`src/hsm_pkg.sv`:
```
// Package: constants, register map and state types of the monitor pin control block
// Behaviour
// - Low address strap sets the least significant programmable slave address bit.
// - High address strap sets the most significant programmable slave address bit.
// - In chain test mode the low strap pin drives the NAND chain result.
// - Test-enable pin high selects NAND chain test mode; low means normal operation.
// - Outside test mode the test-enable pin serves as the analogue level output.
// - High level on the intrusion line is recorded as a sticky intrusion event.
// - Either intrusion clear bit pulls the intrusion line low for at least 20 ms.
// - Interrupt pin drives only while the enable bit is one; it resets to zero.
// - Enabled then triggered reset output pulls the reset pin low for 20 ms.
// - Reset pin pulled low by the board acts as master reset.
// - While the board holds the reset pin low all registers return to defaults.
// - Unmasked out-of-limit status bits assert the interrupt, subject to the enable.
package hsm_pkg;

  // Clock and pulse timing
  localparam int unsigned CLK_HZ           = 25_000_000;
  localparam int unsigned PULSE_MS         = 20;
  localparam int unsigned MS_PER_S         = 1000;
  localparam int unsigned PULSE_CYCLES_DEF = PULSE_MS * (CLK_HZ / MS_PER_S);
  localparam int unsigned CNT_W            = 19;

  // Register indices; byte address is four times the index
  localparam int unsigned IDX_W         = 8;
  localparam int unsigned ADDR_LSB      = 2;
  localparam int unsigned ADDR_TOP      = ADDR_LSB + IDX_W;
  localparam logic [7:0]  IDX_CFG       = 8'h40;
  localparam logic [7:0]  IDX_INT_STAT1 = 8'h41;
  localparam logic [7:0]  IDX_INT_STAT2 = 8'h42;
  localparam logic [7:0]  IDX_INT_MASK  = 8'h43;
  localparam logic [7:0]  IDX_RST_CTL   = 8'h44;
  localparam logic [7:0]  IDX_PIN_STAT  = 8'h45;
  localparam logic [7:0]  IDX_CHASSIS   = 8'h46;
  localparam logic [7:0]  IDX_DAC       = 8'h47;

  // Field positions
  localparam int unsigned CFG_INT_EN_BIT  = 1;
  localparam int unsigned CFG_RST_GO_BIT  = 4;
  localparam int unsigned CFG_CI_CLR_BIT  = 6;
  localparam int unsigned RST_CTL_EN_BIT  = 7;
  localparam int unsigned CHS_CI_CLR_BIT  = 7;
  localparam int unsigned STAT2_CI_BIT    = 0;
  localparam int unsigned PSTAT_TEST_BIT  = 2;
  localparam int unsigned PSTAT_RST_BIT   = 3;
  localparam int unsigned PSTAT_CI_BIT    = 4;

  // Reset values
  localparam logic [7:0] CFG_RST     = 8'h00;
  localparam logic [7:0] MASK_RST    = 8'h00;
  localparam logic [7:0] RST_CTL_RST = 8'h00;
  localparam logic [7:0] CHS_RST     = 8'h00;
  localparam logic [7:0] STAT_RST    = 8'h00;
  localparam logic [7:0] DAC_RST     = 8'h00;

  // Synchronised pin vector layout
  localparam int unsigned NAND_W       = 8;
  localparam int unsigned PIN_STRAP_LO = 0;
  localparam int unsigned PIN_STRAP_HI = 1;
  localparam int unsigned PIN_TEST     = 2;
  localparam int unsigned PIN_RST      = 3;
  localparam int unsigned PIN_CI       = 4;
  localparam int unsigned PIN_CHAIN    = 5;
  localparam int unsigned PIN_W        = PIN_CHAIN + NAND_W;
  localparam int unsigned HIST_W       = 3;

  localparam logic       HRESP_OKAY = 1'b0;
  localparam logic [2:0] HSIZE_WORD = 3'h2;

  // Bus request carrier
  typedef struct packed {
    logic        hsel;
    logic [31:0] haddr;
    logic [1:0]  htrans;
    logic        hwrite;
    logic [2:0]  hsize;
    logic [31:0] hwdata;
    logic        hready;
  } hsm_ahb_req_t;

  typedef enum logic [1:0] {BUS_IDLE, BUS_WRITE, BUS_READ_WAIT, BUS_READ_DONE} hsm_bus_st_t;

  typedef struct packed {
    hsm_bus_st_t       bus;
    logic [7:0]        idx;
    logic              mapped;
    logic [31:0]       rdata;
    logic [PIN_W-1:0]  sync1;
    logic [PIN_W-1:0]  sync2;
    logic [HIST_W-1:0] drv_hist;
    logic              test_mode;
    logic [1:0]        slave_addr;
    logic              chain;
    logic              int_act;
    logic [7:0]        cfg;
    logic [7:0]        mask;
    logic [7:0]        rst_ctl;
    logic [7:0]        chassis;
    logic [7:0]        stat1;
    logic [7:0]        stat2;
    logic [7:0]        dac;
  } hsm_state_t;

  typedef struct packed {
    logic             busy;
    logic [CNT_W-1:0] cnt;
  } hsm_tmr_state_t;

  // NAND tree: each stage NANDs one pin with the previous stage output
  function automatic logic nand_tree(input logic [NAND_W-1:0] pins);
    logic acc;
    acc = 1'b1;
    for (int i = 0; i < NAND_W; i++)
    begin
      acc = ~(pins[i] & acc);
    end
    return acc;
  endfunction

endpackage

```
`src/hsm_pulse_timer.sv`:
```
// Module: minimum-width low pulse timer for the open-drain outputs
`timescale 1ns/1ps
module hsm_pulse_timer #(
  parameter int unsigned CYCLES = hsm_pkg::PULSE_CYCLES_DEF
) (
  input  wire logic clk_i,
  input  wire logic reset_n_i,
  input  wire logic start_i,
  output logic      busy_o
);

  localparam logic [hsm_pkg::CNT_W-1:0] LAST = hsm_pkg::CNT_W'(CYCLES - 1);
  localparam logic [hsm_pkg::CNT_W-1:0] ONE  = hsm_pkg::CNT_W'(1);

  hsm_pkg::hsm_tmr_state_t s_q;
  hsm_pkg::hsm_tmr_state_t s_d;

  // A new trigger restarts the count, so a retrigger stretches the pulse
  always_comb
  begin
    s_d = s_q;
    if (start_i)
    begin
      s_d.busy = 1'b1;
      s_d.cnt  = '0;
    end
    else if (s_q.busy)
    begin
      if (s_q.cnt == LAST)
        s_d.busy = 1'b0;
      else
        s_d.cnt = s_q.cnt + ONE;
    end
  end

  // State register
  always_ff @(posedge clk_i)
  begin
    if (!reset_n_i)
      s_q <= '0;
    else
      s_q <= s_d;
  end

  assign busy_o = s_q.busy;
endmodule

```
`src/hsm_pin_ctrl.sv`:
```
// Module: pin control logic of the monitor with its AHB-Lite register slave
`timescale 1ns/1ps
module hsm_pin_ctrl #(
  parameter int unsigned PULSE_CYCLES = hsm_pkg::PULSE_CYCLES_DEF
) (
  input  wire logic                        clk_i,
  input  wire logic                        reset_n_i,
  input  wire hsm_pkg::hsm_ahb_req_t       ahb_req_i,
  output logic [31:0]                      hrdata_o,
  output logic                             hreadyout_o,
  output logic                             hresp_o,
  input  wire logic                        addr_strap_low_i,
  output logic                             addr_strap_low_o,
  output logic                             addr_strap_low_oe_n_o,
  input  wire logic                        addr_strap_high_i,
  input  wire logic                        chain_test_enable_in_i,
  input  wire logic [hsm_pkg::NAND_W-1:0]  chain_pins_i,
  output logic [7:0]                       analog_level_out_o,
  output logic                             analog_level_oe_n_o,
  input  wire logic                        intrusion_detect_line_i,
  output logic                             intrusion_detect_line_o,
  output logic                             intrusion_detect_line_oe_n_o,
  input  wire logic                        reset_pin_i,
  output logic                             reset_pin_o,
  output logic                             reset_pin_oe_n_o,
  output logic                             int_pin_o,
  output logic                             int_pin_oe_n_o,
  input  wire logic [7:0]                  limit_flags_i,
  output logic [1:0]                       slave_addr_o
);

  hsm_pkg::hsm_state_t s_q;
  hsm_pkg::hsm_state_t s_d;

  logic                    rst_busy;
  logic                    ci_busy;
  logic                    master_rst;
  logic                    tmr_rst_n;
  logic                    take;
  logic                    wr_en;
  logic [7:0]              wdat;
  logic                    wr_cfg;
  logic                    wr_chs;
  logic                    start_rst;
  logic                    start_ci;
  logic [hsm_pkg::PIN_W-1:0] pins;

  // Decode of a word index; used in the address phase, its result kept for the read mux
  function automatic logic is_mapped(input logic [7:0] idx);
    return idx inside {hsm_pkg::IDX_CFG, hsm_pkg::IDX_INT_STAT1, hsm_pkg::IDX_INT_STAT2,
                       hsm_pkg::IDX_INT_MASK, hsm_pkg::IDX_RST_CTL, hsm_pkg::IDX_PIN_STAT,
                       hsm_pkg::IDX_CHASSIS, hsm_pkg::IDX_DAC};
  endfunction

  // Read view; trigger bits read back as pulse in progress
  function automatic logic [7:0] read_reg(input logic [7:0] idx);
    logic [7:0] v;
    v = '0;
    case (idx)
      hsm_pkg::IDX_CFG:
      begin
        v = s_q.cfg;
        v[hsm_pkg::CFG_RST_GO_BIT] = rst_busy;
        v[hsm_pkg::CFG_CI_CLR_BIT] = ci_busy;
      end
      hsm_pkg::IDX_INT_STAT1: v = s_q.stat1;
      hsm_pkg::IDX_INT_STAT2: v = s_q.stat2;
      hsm_pkg::IDX_INT_MASK:  v = s_q.mask;
      hsm_pkg::IDX_RST_CTL:   v = s_q.rst_ctl;
      hsm_pkg::IDX_PIN_STAT:
      begin
        v[1:0] = s_q.slave_addr;
        v[hsm_pkg::PSTAT_TEST_BIT] = s_q.test_mode;
        v[hsm_pkg::PSTAT_RST_BIT]  = rst_busy;
        v[hsm_pkg::PSTAT_CI_BIT]   = s_q.sync2[hsm_pkg::PIN_CI];
      end
      hsm_pkg::IDX_CHASSIS:
      begin
        v = s_q.chassis;
        v[hsm_pkg::CHS_CI_CLR_BIT] = ci_busy;
      end
      hsm_pkg::IDX_DAC:       v = s_q.dac;
      default:                v = '0;
    endcase
    return v;
  endfunction

  // Default register contents, shared by both reset sources
  function automatic hsm_pkg::hsm_state_t rst_state();
    hsm_pkg::hsm_state_t r;
    r         = '0;
    r.bus     = hsm_pkg::BUS_IDLE;
    // Reset pin idles high; a zero here would fake a board reset on release
    r.sync1[hsm_pkg::PIN_RST] = 1'b1;
    r.sync2[hsm_pkg::PIN_RST] = 1'b1;
    r.cfg     = hsm_pkg::CFG_RST;
    r.mask    = hsm_pkg::MASK_RST;
    r.rst_ctl = hsm_pkg::RST_CTL_RST;
    r.chassis = hsm_pkg::CHS_RST;
    r.stat1   = hsm_pkg::STAT_RST;
    r.stat2   = hsm_pkg::STAT_RST;
    r.dac     = hsm_pkg::DAC_RST;
    return r;
  endfunction

  // Raw pins gathered for the two-flop synchroniser
  assign pins = {chain_pins_i, intrusion_detect_line_i, reset_pin_i, chain_test_enable_in_i,
                 addr_strap_high_i, addr_strap_low_i};

  // Own reset pulse reads back low on the pin; history masks it through sync latency
  assign master_rst = !s_q.sync2[hsm_pkg::PIN_RST] && !rst_busy && (s_q.drv_hist == '0);
  assign tmr_rst_n  = reset_n_i && !master_rst;

  // Main next-state logic
  always_comb
  begin
    s_d       = s_q;
    take      = ahb_req_i.hsel && ahb_req_i.htrans[1] && ahb_req_i.hready;
    wr_en     = (s_q.bus == hsm_pkg::BUS_WRITE) && s_q.mapped;
    wdat      = ahb_req_i.hwdata[7:0];
    wr_cfg    = wr_en && (s_q.idx == hsm_pkg::IDX_CFG);
    wr_chs    = wr_en && (s_q.idx == hsm_pkg::IDX_CHASSIS);
    start_rst = wr_cfg && wdat[hsm_pkg::CFG_RST_GO_BIT] && s_q.rst_ctl[hsm_pkg::RST_CTL_EN_BIT];
    start_ci  = (wr_cfg && wdat[hsm_pkg::CFG_CI_CLR_BIT])
             || (wr_chs && wdat[hsm_pkg::CHS_CI_CLR_BIT]);

    // Pin synchronisers and own-drive history
    s_d.sync1    = pins;
    s_d.sync2    = s_q.sync1;
    s_d.drv_hist = {s_q.drv_hist[hsm_pkg::HIST_W-2:0], rst_busy};

    // Test mode and address straps; address frozen while the low strap is an output
    s_d.test_mode = s_q.sync2[hsm_pkg::PIN_TEST];
    if (!s_q.sync2[hsm_pkg::PIN_TEST])
    begin
      s_d.slave_addr[0] = s_q.sync2[hsm_pkg::PIN_STRAP_LO];
      s_d.slave_addr[1] = s_q.sync2[hsm_pkg::PIN_STRAP_HI];
    end
    s_d.chain = hsm_pkg::nand_tree(s_q.sync2[hsm_pkg::PIN_CHAIN +: hsm_pkg::NAND_W]);

    // Bus phases: writes take no wait, reads take one to build hrdata
    case (s_q.bus)
      hsm_pkg::BUS_READ_WAIT:
      begin
        s_d.rdata = {24'h000000, s_q.mapped ? read_reg(s_q.idx) : 8'h00};
        s_d.bus   = hsm_pkg::BUS_READ_DONE;
      end
      hsm_pkg::BUS_IDLE, hsm_pkg::BUS_WRITE, hsm_pkg::BUS_READ_DONE:
      begin
        if (take)
        begin
          s_d.idx    = ahb_req_i.haddr[hsm_pkg::ADDR_TOP-1:hsm_pkg::ADDR_LSB];
          s_d.mapped = is_mapped(ahb_req_i.haddr[hsm_pkg::ADDR_TOP-1:hsm_pkg::ADDR_LSB])
                    && (ahb_req_i.haddr[31:hsm_pkg::ADDR_TOP] == '0);
          s_d.bus    = ahb_req_i.hwrite ? hsm_pkg::BUS_WRITE : hsm_pkg::BUS_READ_WAIT;
        end
        else
          s_d.bus = hsm_pkg::BUS_IDLE;
      end
      default: s_d.bus = hsm_pkg::BUS_IDLE;
    endcase

    // Register writes; trigger bits are not stored, they start the timers
    if (wr_cfg)
    begin
      s_d.cfg = wdat;
      s_d.cfg[hsm_pkg::CFG_RST_GO_BIT] = 1'b0;
      s_d.cfg[hsm_pkg::CFG_CI_CLR_BIT] = 1'b0;
    end
    if (wr_chs)
    begin
      s_d.chassis = wdat;
      s_d.chassis[hsm_pkg::CHS_CI_CLR_BIT] = 1'b0;
    end
    if (wr_en && s_q.idx == hsm_pkg::IDX_INT_MASK)
      s_d.mask = wdat;
    if (wr_en && s_q.idx == hsm_pkg::IDX_RST_CTL)
      s_d.rst_ctl = wdat;
    if (wr_en && s_q.idx == hsm_pkg::IDX_DAC)
      s_d.dac = wdat;

    // Sticky status, write one to clear; a new event beats the clear
    s_d.stat1 = s_q.stat1 & ~((wr_en && s_q.idx == hsm_pkg::IDX_INT_STAT1) ? wdat : 8'h00);
    s_d.stat1 = s_d.stat1 | limit_flags_i;
    s_d.stat2 = s_q.stat2 & ~((wr_en && s_q.idx == hsm_pkg::IDX_INT_STAT2) ? wdat : 8'h00);
    s_d.stat2[hsm_pkg::STAT2_CI_BIT] = s_d.stat2[hsm_pkg::STAT2_CI_BIT]
                                     | s_q.sync2[hsm_pkg::PIN_CI];

    // Interrupt drive: enable bit gates any unmasked status
    s_d.int_act = s_q.cfg[hsm_pkg::CFG_INT_EN_BIT]
               && ((|(s_q.stat1 & ~s_q.mask)) || (|s_q.stat2));

    // External reset wipes registers but keeps synchronisers running
    if (master_rst)
    begin
      s_d          = rst_state();
      s_d.sync1    = pins;
      s_d.sync2    = s_q.sync1;
      s_d.drv_hist = s_q.drv_hist;
    end
  end

  // State register
  always_ff @(posedge clk_i)
  begin
    if (!reset_n_i)
      s_q <= rst_state();
    else
      s_q <= s_d;
  end

  // Pulse timers for the reset pin and the intrusion clear
  hsm_pulse_timer #(
    .CYCLES (PULSE_CYCLES)
  ) u_rst_tmr (
    .clk_i     (clk_i),
    .reset_n_i (tmr_rst_n),
    .start_i   (start_rst),
    .busy_o    (rst_busy)
  );

  hsm_pulse_timer #(
    .CYCLES (PULSE_CYCLES)
  ) u_ci_tmr (
    .clk_i     (clk_i),
    .reset_n_i (tmr_rst_n),
    .start_i   (start_ci),
    .busy_o    (ci_busy)
  );

  // Bus answers
  assign hrdata_o    = s_q.rdata;
  assign hreadyout_o = (s_q.bus != hsm_pkg::BUS_READ_WAIT);
  assign hresp_o     = hsm_pkg::HRESP_OKAY;

  // Open-drain pins always drive low when enabled
  assign reset_pin_o             = 1'b0;
  assign reset_pin_oe_n_o        = !rst_busy;
  assign intrusion_detect_line_o = 1'b0;
  assign intrusion_detect_line_oe_n_o = !ci_busy;
  assign int_pin_o               = 1'b0;
  assign int_pin_oe_n_o          = !s_q.int_act;

  // Shared test pin and low strap pin
  assign addr_strap_low_o      = s_q.chain;
  assign addr_strap_low_oe_n_o = !s_q.test_mode;
  assign analog_level_out_o    = s_q.dac;
  assign analog_level_oe_n_o   = s_q.test_mode;
  assign slave_addr_o          = s_q.slave_addr;
endmodule

```
`config.mk`:
```
export PLATFORM = sky130hd
export DESIGN_NAME = hsm_pin_ctrl
export DESIGN_NICKNAME = d
export VERILOG_FILES = /design/src/hsm_pkg.sv /design/src/hsm_pulse_timer.sv /design/src/hsm_pin_ctrl.sv
export SDC_FILE = /design/constraint.sdc
export NUM_CORES = 1
export LEC_CHECK = 0
export BUFFER_PORTS_ARGS = -buffer_cell sky130_fd_sc_hd__buf_2
export CAP_MARGIN = 5
export CORE_ASPECT_RATIO = 0.6
export CORE_MARGIN = 3
export CORE_UTILIZATION = 30
export DETAILED_ROUTE_END_ITERATION = 6
export PLACE_DENSITY = 0.47
export SETUP_SLACK_MARGIN = 0.2
export SLEW_MARGIN = 10
export SYNTH_ARGS = -nofsm -noshare
export SYNTH_HDL_FRONTEND = slang
export SYNTH_SLANG_ARGS = --single-unit
```
`constraint.sdc`:
```
create_clock -name clk_i -period 3.95 [get_ports clk_i]
set_clock_uncertainty 0.1 [all_clocks]
set_input_delay 0.395 -clock clk_i [delete_from_list [all_inputs] [get_ports clk_i]]
set_output_delay 0.395 -clock clk_i [all_outputs]
set_load 0.1 [all_outputs]
```
==> results_dict.tcl, run 1 <==
set metrics [dict create \
    ant_nets 0 \
    synthCells 706 \
    hp-class "primary input to flip-flop" \
    finalCriticalPeriod_ns 2.558 \
    drv_slew 0 \
    rsz0062_at_grt "no" \
    hp-start "reset_pin_i" \
    syn_to_final_growth_pct 16.80 \
    drt_iter0_drc 295 \
    hpwl_mm 11.54 \
    worst-endpoint-required_ns 3.45 \
    multi_input_area_mm2 0.003022 \
    die_h_um 119.0 \
    ys_ff_latch 146 \
    status "completed" \
    antenna_found_initial 0 \
    startpoint "s_q[132]" \
    crit_arrival_ns 2.06 \
    clk_latency_ns 0.42 \
    vias_per_cell 4.688 \
    finalSetupTns_ns 0 \
    clkPwrFrac_pct 47.7 \
    yosys.cell_types.count 56 \
    clock_path_buffers 2 \
    clk_root_buffer_cell "clkbuf_16" \
    crit_path_start_kind "flip-flop" \
    fin_cells 1058 \
    critPathCaptureType "primary output" \
    tritoncts "built" \
    initial_core_util_pct 31.21 \
    cts.clk_slew.worst_paths_ns 0.07 \
    power_frac_seq_pct 44.2 \
    min_path_cells 2 \
    worstPathMaxFanout 6 \
    maxCapViolations 0 \
    grt_overflow 0 \
    fin_nets 869 \
    regArea_mm2 0.002923 \
    critical_path_class "flip-flop to primary output" \
    post_drt_wl_per_cell_um 15.23 \
    syn_area_per_cell_um2 9.049 \
    timing.rr.start "u_rst_tmr.busy_o" \
    drt_first_pass_iters 5 \
    final_common_cell "dfxtp_1" \
    tightest_slew_ns 1.028 \
    ys_seq_area_share_pct 45.75 \
    boundaryPins 148 \
    ir_drop_uv 272.7 \
    grt_max_degree 51 \
    leakagePower_nw 2.958 \
    place_inst 1026 \
    drive_above_1_share_pct 18.73 \
    vias 4960 \
    grt_pass1_vias 4696 \
    synth-edff-count 0 \
    wl_mm 16.11 \
    swShare_pct 25.56 \
    cts_max_level 4 \
    die_w_um 194.4 \
    coreArea_mm2 0.02047 \
    r2r-end "u_rst_tmr.s_q[1]" \
    numCtsBuffers 17 \
    reg2reg_slack_ns 1.43 \
    std_cell_rows 40 \
    reg2reg_depth 6 \
    final_cell_mix "dfxtp_1 (146), nor2_1 (96), buf_2 (89)" \
    track_usage_pct 14.34 \
    async_flop_share_pct 0 \
    synth-warning-count 0 \
    syn_area_mm2 0.006389 \
    slew-limit-headroom_pct 30.83 \
    n_antenna_cell 0 \
    pwr_density_cell_mw_per_mm2 457.0 \
    crit_path_end "hreadyout_o" \
    drc 0 \
    fillers 2077 \
    internal_power_mw 2.539 \
    port_buffers 89 \
    switching_power_mw 0.8719 \
    finalSetupViolCount 0 \
    ctsResizeCount 0 \
    cts_sinks 146 \
    postCtsSetupRepairBufs 0 \
    synth_ff_type "dfxtp_1" \
    hold_buffers 0 \
    final_hold_viol_count 0 \
    pwr-share-comb_pct 8.1 \
    die-area_mm2 0.02314 \
    grt_pass1_wl_mm 26.06 \
    finalWeightedCongestion 0.7677 \
    finalCritPeriodShare_pct 64.76 \
    timing.fmax_ghz 0.3909 \
]
-- synthesized netlist by cell type, drive strengths merged (8+ instances only) --
cell type | count | share of area (%)
dfxtp | 146 | 46
mux2i | 39 | 6.1
mux4 | 11 | 3.9
and2 | 31 | 3.0
xor2 | 17 | 2.3
nor4 | 12 | 1.6
nand2 | 66 | 3.9
clkbuf | 22 | 1.3
nor2 | 96 | 5.6
o21ai | 26 | 2.0
nand3 | 22 | 1.7
buf | 56 | 6.4
and3 | 8 | 0.78
a21oi | 44 | 3.4
inv | 17 | 1.0
nand4 | 16 | 1.6
xnor2 | 9 | 1.2
-- logic make-up (layout without fill, tap and decap cells) --
logic type                 count (synthesis)  in the layout  share of synthesized area (%)
and+or+nand+nor                          292            292                          23.05
muxes                                     50             50                          9.988
adders and majority gates                  2              2                         0.3916
AOI/OAI and AO/OA                         94             94                          8.480
DFF                                      146            146                          45.75
xor gates and xnor gates                  26             26                          3.564
buffers and inverters                     95            147                          8.715
other                                      1             28                        0.05870
-- final cells by class --
cell class | count | area share, %
inverter | 17 | 0.8551
tap | 273 | 4.577
timing repair buffer | 98 | 6.875
clock buffer | 22 | 6.355
clock inverter | 10 | 1.677
sequential | 146 | 39.17
multi-input combinational | 492 | 40.49
-- per-layer routing --
layer / global-route usage (%) / vias to the layer above / wire length [µm]
met4: 4.706 / 0 / 147
met3: 3.364 / 12 / 925
li1: - / 2499 / -
met1: 23.35 / 2305 / 9191
met2: 17.75 / 144 / 5845
met5: 0 / - / 0
-- sequential cells by signal, summed over array words and instances, names as in the netlist --
register	flops
hrdata_o	8
u_rst_tmr.busy_o	1
analog_level_oe_n_o	1
u_ci_tmr.s_q	19
analog_level_out_o	8
slave_addr_o	2
addr_strap_low_o	1
u_rst_tmr.s_q	19
s_q	86
u_ci_tmr.busy_o	1
-- worst max-delay path, stage by stage, from the launching register on --
cell     delay, ns
dfxtp_1       0.34
nor2b_1       0.66
inv_1         0.28
buf_2         0.38
-- worst min-delay path by stage --
stage / endpoint
6_report: s_q[80]
5_1_grt: s_q[80]
4_1_cts: s_q[80]
3_5_place_dp: addr_strap_low_o
3_3_place_gp: addr_strap_low_o
2_1_floorplan: addr_strap_low_o
-- power by group through the flow --
stage	registers [mW]	logic (mW)	clock network, mW
finish	1.51	0.275	1.63
CTS	1.51	0.277	1.67
floorplan	1.54	0.228	0
global placement	1.54	0.276	0
detailed placement	1.54	0.276	0
global route	1.51	0.296	1.74
-- per-stage QoR --
stage               hold slack, ns  power [mW]  setup slack [ns]  instance area, µm²  util (%)
finish                     0.05854       3.410             1.392                7462     36.45
global route               0.04507       3.544             1.145                7462     36.45
CTS                        0.03970       3.456             1.365                7462     36.45
detailed placement          0.2933       1.817             1.369                6863     33.53
global placement            0.2931       1.817             1.381                6863     33.53
floorplan                   0.2847       1.771             1.754                6490         -
No activity file was read; power rests on OpenSTA's default activity.
==> run 2: changes to the inputs <==
--- a/config.mk
+++ b/config.mk
@@ -11,7 +11,7 @@
 export CORE_MARGIN = 3
 export CORE_UTILIZATION = 30
 export DETAILED_ROUTE_END_ITERATION = 6
-export PLACE_DENSITY = 0.47
+export PLACE_DENSITY = 0.48
 export SETUP_SLACK_MARGIN = 0.2
 export SLEW_MARGIN = 10
 export SYNTH_ARGS = -nofsm -noshare
==> constraint.sdc (replaced) <==
create_clock -name clk_i -period 2.15 [get_ports clk_i]
set_clock_uncertainty 0.1 [all_clocks]
set_input_delay 0.215 -clock clk_i [delete_from_list [all_inputs] [get_ports clk_i]]
set_output_delay 0.215 -clock clk_i [all_outputs]
set_load 0.1 [all_outputs]
==> run 2 against run 1 <==
Compared with the run above:
- flip-flop and latch count stayed put
- worst hold slack got worse by 0.036 ns
- combinational power is 120% higher
- wire length increased by 7.1%
- worst setup slack got worse by 1.1 ns
- critical path type is now flip-flop to flip-flop
- largest power group unchanged
- register-to-register slack worse by 1.2 ns
- core utilization grew 3.6 points
- sequential share of layout area fell by 3.5 points
- critical path depth increased by 4
==> results_dict.tcl, run 2 (synthesis results as in run 1) <==
set metrics [dict create \
    status "completed" \
    pwr_density_cell_mw_per_mm2 775.0 \
    ant_nets 0 \
    vias_per_cell 4.678 \
    wl_mm 17.25 \
    reg2reg_depth 7 \
    track_usage_pct 14.59 \
    finalSetupTns_ns 0 \
    fin_cells 1120 \
    numCtsBuffers 17 \
    crit_arrival_ns 2.08 \
    final_cell_mix "dfxtp_1 (143), nor2_1 (96), buf_2 (88)" \
    rsz0062_at_grt "no" \
    ir_drop_uv 544.6 \
    vias 5239 \
    n_antenna_cell 0 \
    antenna_found_initial 0 \
    leakagePower_nw 3.305 \
    std_cell_rows 40 \
    min_path_cells 2 \
    hp-class "primary input to flip-flop" \
    drive_above_1_share_pct 21.84 \
    hp-start "ahb_req_i[6]" \
    timing.fmax_ghz 0.5299 \
    grt_pass1_vias 4854 \
    utilization_pct 40.07 \
    timing.rr.start "s_q[130]" \
    critPathCaptureType "flip-flop" \
    tritoncts "built" \
    boundaryPins 148 \
    regArea_mm2 0.002927 \
    fin_area_mm2 0.008202 \
    r2r-end "s_q[53]" \
    die-area_mm2 0.02314 \
    reg2reg_slack_ns 0.26 \
    syn_to_final_growth_pct 28.38 \
    cts.clk_slew.worst_paths_ns 0.06 \
    finalSetupViolCount 0 \
    coreArea_mm2 0.02047 \
    fin_nets 933 \
    finalWeightedCongestion 0.7957 \
    placed_cell_area_mm2 0.007063 \
    critical_path_class "flip-flop to flip-flop" \
    initial_core_util_pct 31.21 \
    die_h_um 119.0 \
    drt_first_pass_iters 5 \
    worstPathMaxFanout 4 \
    grt_pass1_wl_mm 26.73 \
    clk_root_buffer_cell "clkbuf_16" \
    crit_path_start_kind "flip-flop" \
    fillers 2060 \
    drt_iter0_drc 284 \
    finalCritPeriodShare_pct 87.77 \
    post_drt_wl_per_cell_um 15.40 \
    top_register "s_q" \
    clock_path_buffers 2 \
    die_w_um 194.4 \
    holdPathEnd "s_q[13]" \
    multi_input_area_mm2 0.003099 \
    place_inst 1046 \
    slew-limit-headroom_pct 65.26 \
    port_buffers 89 \
    worst-endpoint-required_ns 2.35 \
    cts_sinks 146 \
    clk_latency_ns 0.41 \
    grt_overflow 0 \
    tightest_slew_ns 0.5192 \
    final_hold_viol_count 0 \
    hpwl_mm 12.00 \
    finalCriticalPeriod_ns 1.887 \
    drc 0 \
    final_common_cell "dfxtp_1" \
    hold_slack_ns 0.02221 \
    maxCapViolations 0 \
    largest_reg_flops 86 \
    drv_slew 0 \
    cts_max_level 4 \
    grt_max_degree 42 \
    reg_top3 "s_q (86), u_ci_tmr.s_q (19), u_rst_tmr.s_q (19)" \
]
[run 2: worst max path at each step]
stage	from	to	slack, ns	cells after the start
6_report	s_q[130]	s_q[53]	0.26	7
3_5_place_dp	s_q[130]	u_rst_tmr.s_q[17]	0.03	5
3_3_place_gp	s_q[130]	u_rst_tmr.s_q[17]	0.05	5
2_1_floorplan	s_q[130]	u_rst_tmr.s_q[17]	0.12	6
5_1_grt	s_q[130]	s_q[53]	0.19	7
4_1_cts	s_q[130]	s_q[53]	0.19	7
[run 2: metrics by stage]
stage                     total power [mW]  setup slack [ns]
after floorplan                      3.255            0.1244
after global placement               3.357           0.05408
after detailed placement             3.358           0.03211
after CTS                            6.392            0.1888
after global routing                 6.587            0.1928
final                                6.356            0.2630
[run 2: worst max-delay path, stage by stage (launching register included)]
cell	delay, ns
dfxtp_2	0.33
or4_4	0.59
nor4_4	0.16
buf_6	0.17
buf_6	0.10
buf_6	0.09
mux2i_1	0.18
nor2_1	0.05
[run 2: metal layers]
metal / wire length (µm) / track usage, %
met4: 114 / 3.496
met2: 6274 / 18.59
met5: 0 / 0
met3: 1169 / 3.534
met1: 9690 / 23.76
[run 2: repair_timing]
| action | 4_1_cts | 5_1_grt |
|---|---|---|
| gates cloned | 0 | 2 |
| hold buffers | 36 | 0 |
| pin swaps | 2 | 7 |
| gates resized for setup | 5 | 18 |
| endpoints found under the hold margin | 35 | 0 |
| endpoints found under the setup margin | 22 | 68 |
| buffers inserted | 2 | 4 |
[run 2: layout make-up]
type | count | share of cell area [%]
Tap cell | 273 | 4.165
Multi-Input combinational cell | 492 | 37.79
Clock inverter | 10 | 1.663
Timing Repair Buffer | 162 | 14.39
Inverter | 17 | 0.8696
Sequential cell | 146 | 35.68
Clock buffer | 20 | 5.446
[run 2: where the power goes]
group / switching, mW / leakage, nW / internal (mW)
clock network: 1.13 / 0.289 / 1.84
logic: 0.429 / 1.83 / 0.184
registers: 0.0224 / 1.19 / 2.75
total: 1.58 / 3.30 / 4.77
==> run 3: changes to the inputs <==
--- a/config.mk
+++ b/config.mk
@@ -5,6 +5,7 @@
 export SDC_FILE = /design/constraint.sdc
 export NUM_CORES = 1
 export LEC_CHECK = 0
+export ABC_AREA = 1
 export BUFFER_PORTS_ARGS = -buffer_cell sky130_fd_sc_hd__buf_2
 export CAP_MARGIN = 5
 export CORE_ASPECT_RATIO = 0.6
@@ -12,7 +13,8 @@
 export CORE_UTILIZATION = 30
 export DETAILED_ROUTE_END_ITERATION = 6
 export PLACE_DENSITY = 0.48
-export SETUP_SLACK_MARGIN = 0.2
+export SETUP_SLACK_MARGIN = 0.5
+export SKIP_CTS_REPAIR_TIMING = 1
 export SLEW_MARGIN = 10
 export SYNTH_ARGS = -nofsm -noshare
 export SYNTH_HDL_FRONTEND = slang
==> run 3 against run 2 <==
Compared with the run above:
- the flow now finishes with violations (hold timing)
- worst hold slack worse by 0.039 ns
- flip-flop and latch count unchanged
- clock power up 7.1%
- synthesized cell count up 44%
- non-clock buffer count up 8
- area after synthesis up 11%
- combinational power up 7.8%
- core utilization up 1.5 points
- clock-buffer cell count down 1
- largest cell class unchanged
- largest power group unchanged
==> results_dict.tcl, run 3 <==
set metrics [dict create \
    status "finished with violations" \
    violations "hold timing" \
    synth_ff_type "dfxtp_1" \
    fin_cells 1483 \
    yosys-top-cells-count "nand2_1 (237), dfxtp_1 (146), inv_1 (129)" \
    syn_area_per_cell_um2 6.976 \
    crit_slowest_cell "dfxtp_1" \
    drt_first_pass_iters 5 \
    reg2reg_slack_ns 0.40 \
    boundaryPins 148 \
    std_cell_rows 42 \
    hp-class "primary input to flip-flop" \
    reg_top3 "s_q (86), u_ci_tmr.s_q (19), u_rst_tmr.s_q (19)" \
    drt_iter0_drc 599 \
    post_drt_wl_per_cell_um 14.64 \
    wl_mm 21.71 \
    cts_max_level 4 \
    die_w_um 204.3 \
    worstPathCellList "inv_2, nand2_4, nor2_4, nand2_2, o31ai_2, inv_2, nand2_4, a21oi_1" \
    clock_path_buffers 2 \
    vias_per_cell 4.557 \
    hpwl_mm 14.86 \
    synth-edff-count 0 \
    pwr_density_cell_mw_per_mm2 705.6 \
    drc 0 \
    grt_overflow 0 \
    min_path_cells 3 \
    reg2reg_depth 8 \
    holdPathEnd "s_q[124]" \
    fin_nets 1259 \
    grt_pass1_vias 5562 \
    hp-start "ahb_req_i[42]" \
    synth-warning-count 0 \
    syn_to_final_growth_pct 32.50 \
    ys_ff_latch 146 \
    die-area_mm2 0.02554 \
    syn_area_mm2 0.007081 \
    crit_arrival_ns 1.96 \
    clk_latency_ns 0.42 \
    cts_sinks 146 \
    hold_slack_ns -0.01727 \
    worst-endpoint-required_ns 2.36 \
    finalCriticalPeriod_ns 1.750 \
    finalSetupTns_ns 0 \
    drv_slew 0 \
    final_hold_viol_count 1 \
    critical_path_class "flip-flop to flip-flop" \
    antenna_found_initial 1 \
    cp_num_buf_inv 2 \
    die_h_um 125 \
    tritoncts "built" \
    ant_nets 0 \
    port_buffers 89 \
    cts.clk_slew.worst_paths_ns 0.07 \
    n_antenna_cell 0 \
    timing.rr.start "s_q[126]" \
    yosysTopAreaCell "dfxtp_1" \
    ir_drop_uv 421.6 \
    cp_slowest_stage_delay_ns 0.33 \
    synthTopCellsByArea "dfxtp_1 (41%), nand2_1 (13%), a21oi_1 (7.6%)" \
    final_common_cell "nand2_1" \
    grt_max_degree 35 \
    timing.fmax_ghz 0.5716 \
    track_usage_pct 15.31 \
    top_register "s_q" \
    path_delay_family "simple AND/OR/NAND/NOR gates" \
    clk_root_buffer_cell "clkbuf_16" \
    largest_reg_flops 86 \
    leakagePower_nw 3.939 \
    grt_pass1_wl_mm 30.83 \
    yosys.area.top_type_share_pct 41.28 \
    async_flop_share_pct 0 \
    finalWeightedCongestion 0.8509 \
    post-synth-top-count-cell "nand2_1" \
    coreArea_mm2 0.02260 \
    drive_above_1_share_pct 23.40 \
    maxCapViolations 0 \
    vias 6758 \
    initial_core_util_pct 31.33 \
    numCtsBuffers 17 \
    critPathCaptureType "flip-flop" \
    r2r-end "u_ci_tmr.s_q[15]" \
    worstPathMaxFanout 5 \
    finalCritPeriodShare_pct 81.38 \
    finalSetupViolCount 0 \
    place_inst 1383 \
    final_cell_mix "nand2_1 (227), dfxtp_1 (127), inv_1 (122)" \
    rsz0062_at_grt "yes" \
    synthCells 1015 \
    ys_seq_area_share_pct 41.28 \
    yosys.cell_types.count 35 \
    crit_path_start_kind "flip-flop" \
]
-- run 3: cell count changes after synthesis, sizes merged, moves of 37 or more --
| cell | change |
|---|---|
| inv | +121 |
| nand2 | +176 |
| nand3 | +37 |
| a21oi | +64 |
| mux2i | -39 |
| o21ai | +50 |
-- run 3: metrics by stage --
step	instance area (µm²)	setup slack, ns	utilization, %	total power, mW
CTS	8317	0.1179	36.81	6.569
global route	9382	0.3679	41.52	6.833
finish	9382	0.4004	41.52	6.620
floorplan	7188	0.5238	-	3.281
global placement	7687	0.1573	34.02	3.380
detailed placement	7687	0.1327	34.02	3.382
-- run 3: logic make-up (layout without fill, tap and decap cells) --
group,count (synthesis),count (layout),synth area share [%]
and+or+nand+nor,434,442,26.65
buffers and inverters,216,341,14.63
AOI/OAI and AO/OA,187,187,13.45
DFF,146,146,41.28
xor gates and xnor gates,29,29,3.587
adders and majority gates,2,2,0.3534
other,1,28,0.05296
-- run 3: tightest hold or removal path, cell delays in order --
cell and delay (ns):
buf_2 0.08, o21ai_0 0.07, a21oi_1 0.10
-- run 3: worst max path at each step --
stage,start,to,cells past startpoint
floorplan,u_ci_tmr.s_q[0],u_ci_tmr.s_q[4],9
finish,s_q[126],u_ci_tmr.s_q[15],8
CTS,s_q[129],s_q[26],6
global placement,s_q[129],s_q[26],6
global route,s_q[126],u_ci_tmr.s_q[17],8
detailed placement,s_q[129],s_q[30],6
-- run 3: where the power goes --
part,total [mW],internal (mW),switching (mW)
logic,0.661,0.173,0.488
clock network,3.18,1.91,1.27
registers,2.78,2.75,0.0285
-- run 3: layout make-up --
type / count / area [µm²]
repair buffers: 170 / 1295
well taps: 308 / 385.4
clock buffers: 19 / 452.9
clock inverters: 13 / 176.4
fillers: 2407 / 13220
flip-flops and latches: 146 / 2952
inverters: 139 / 548.0
multi-input cells: 688 / 3572
-- run 3: metal layers --
metal	GRT usage, %	vias up	part of all wire, %
li1	-	3482	-
met1	26.80	3063	56
met2	17.21	200	36
met3	4.442	11	7.3
met4	2.668	2	0.53
met5	0	-	0.046
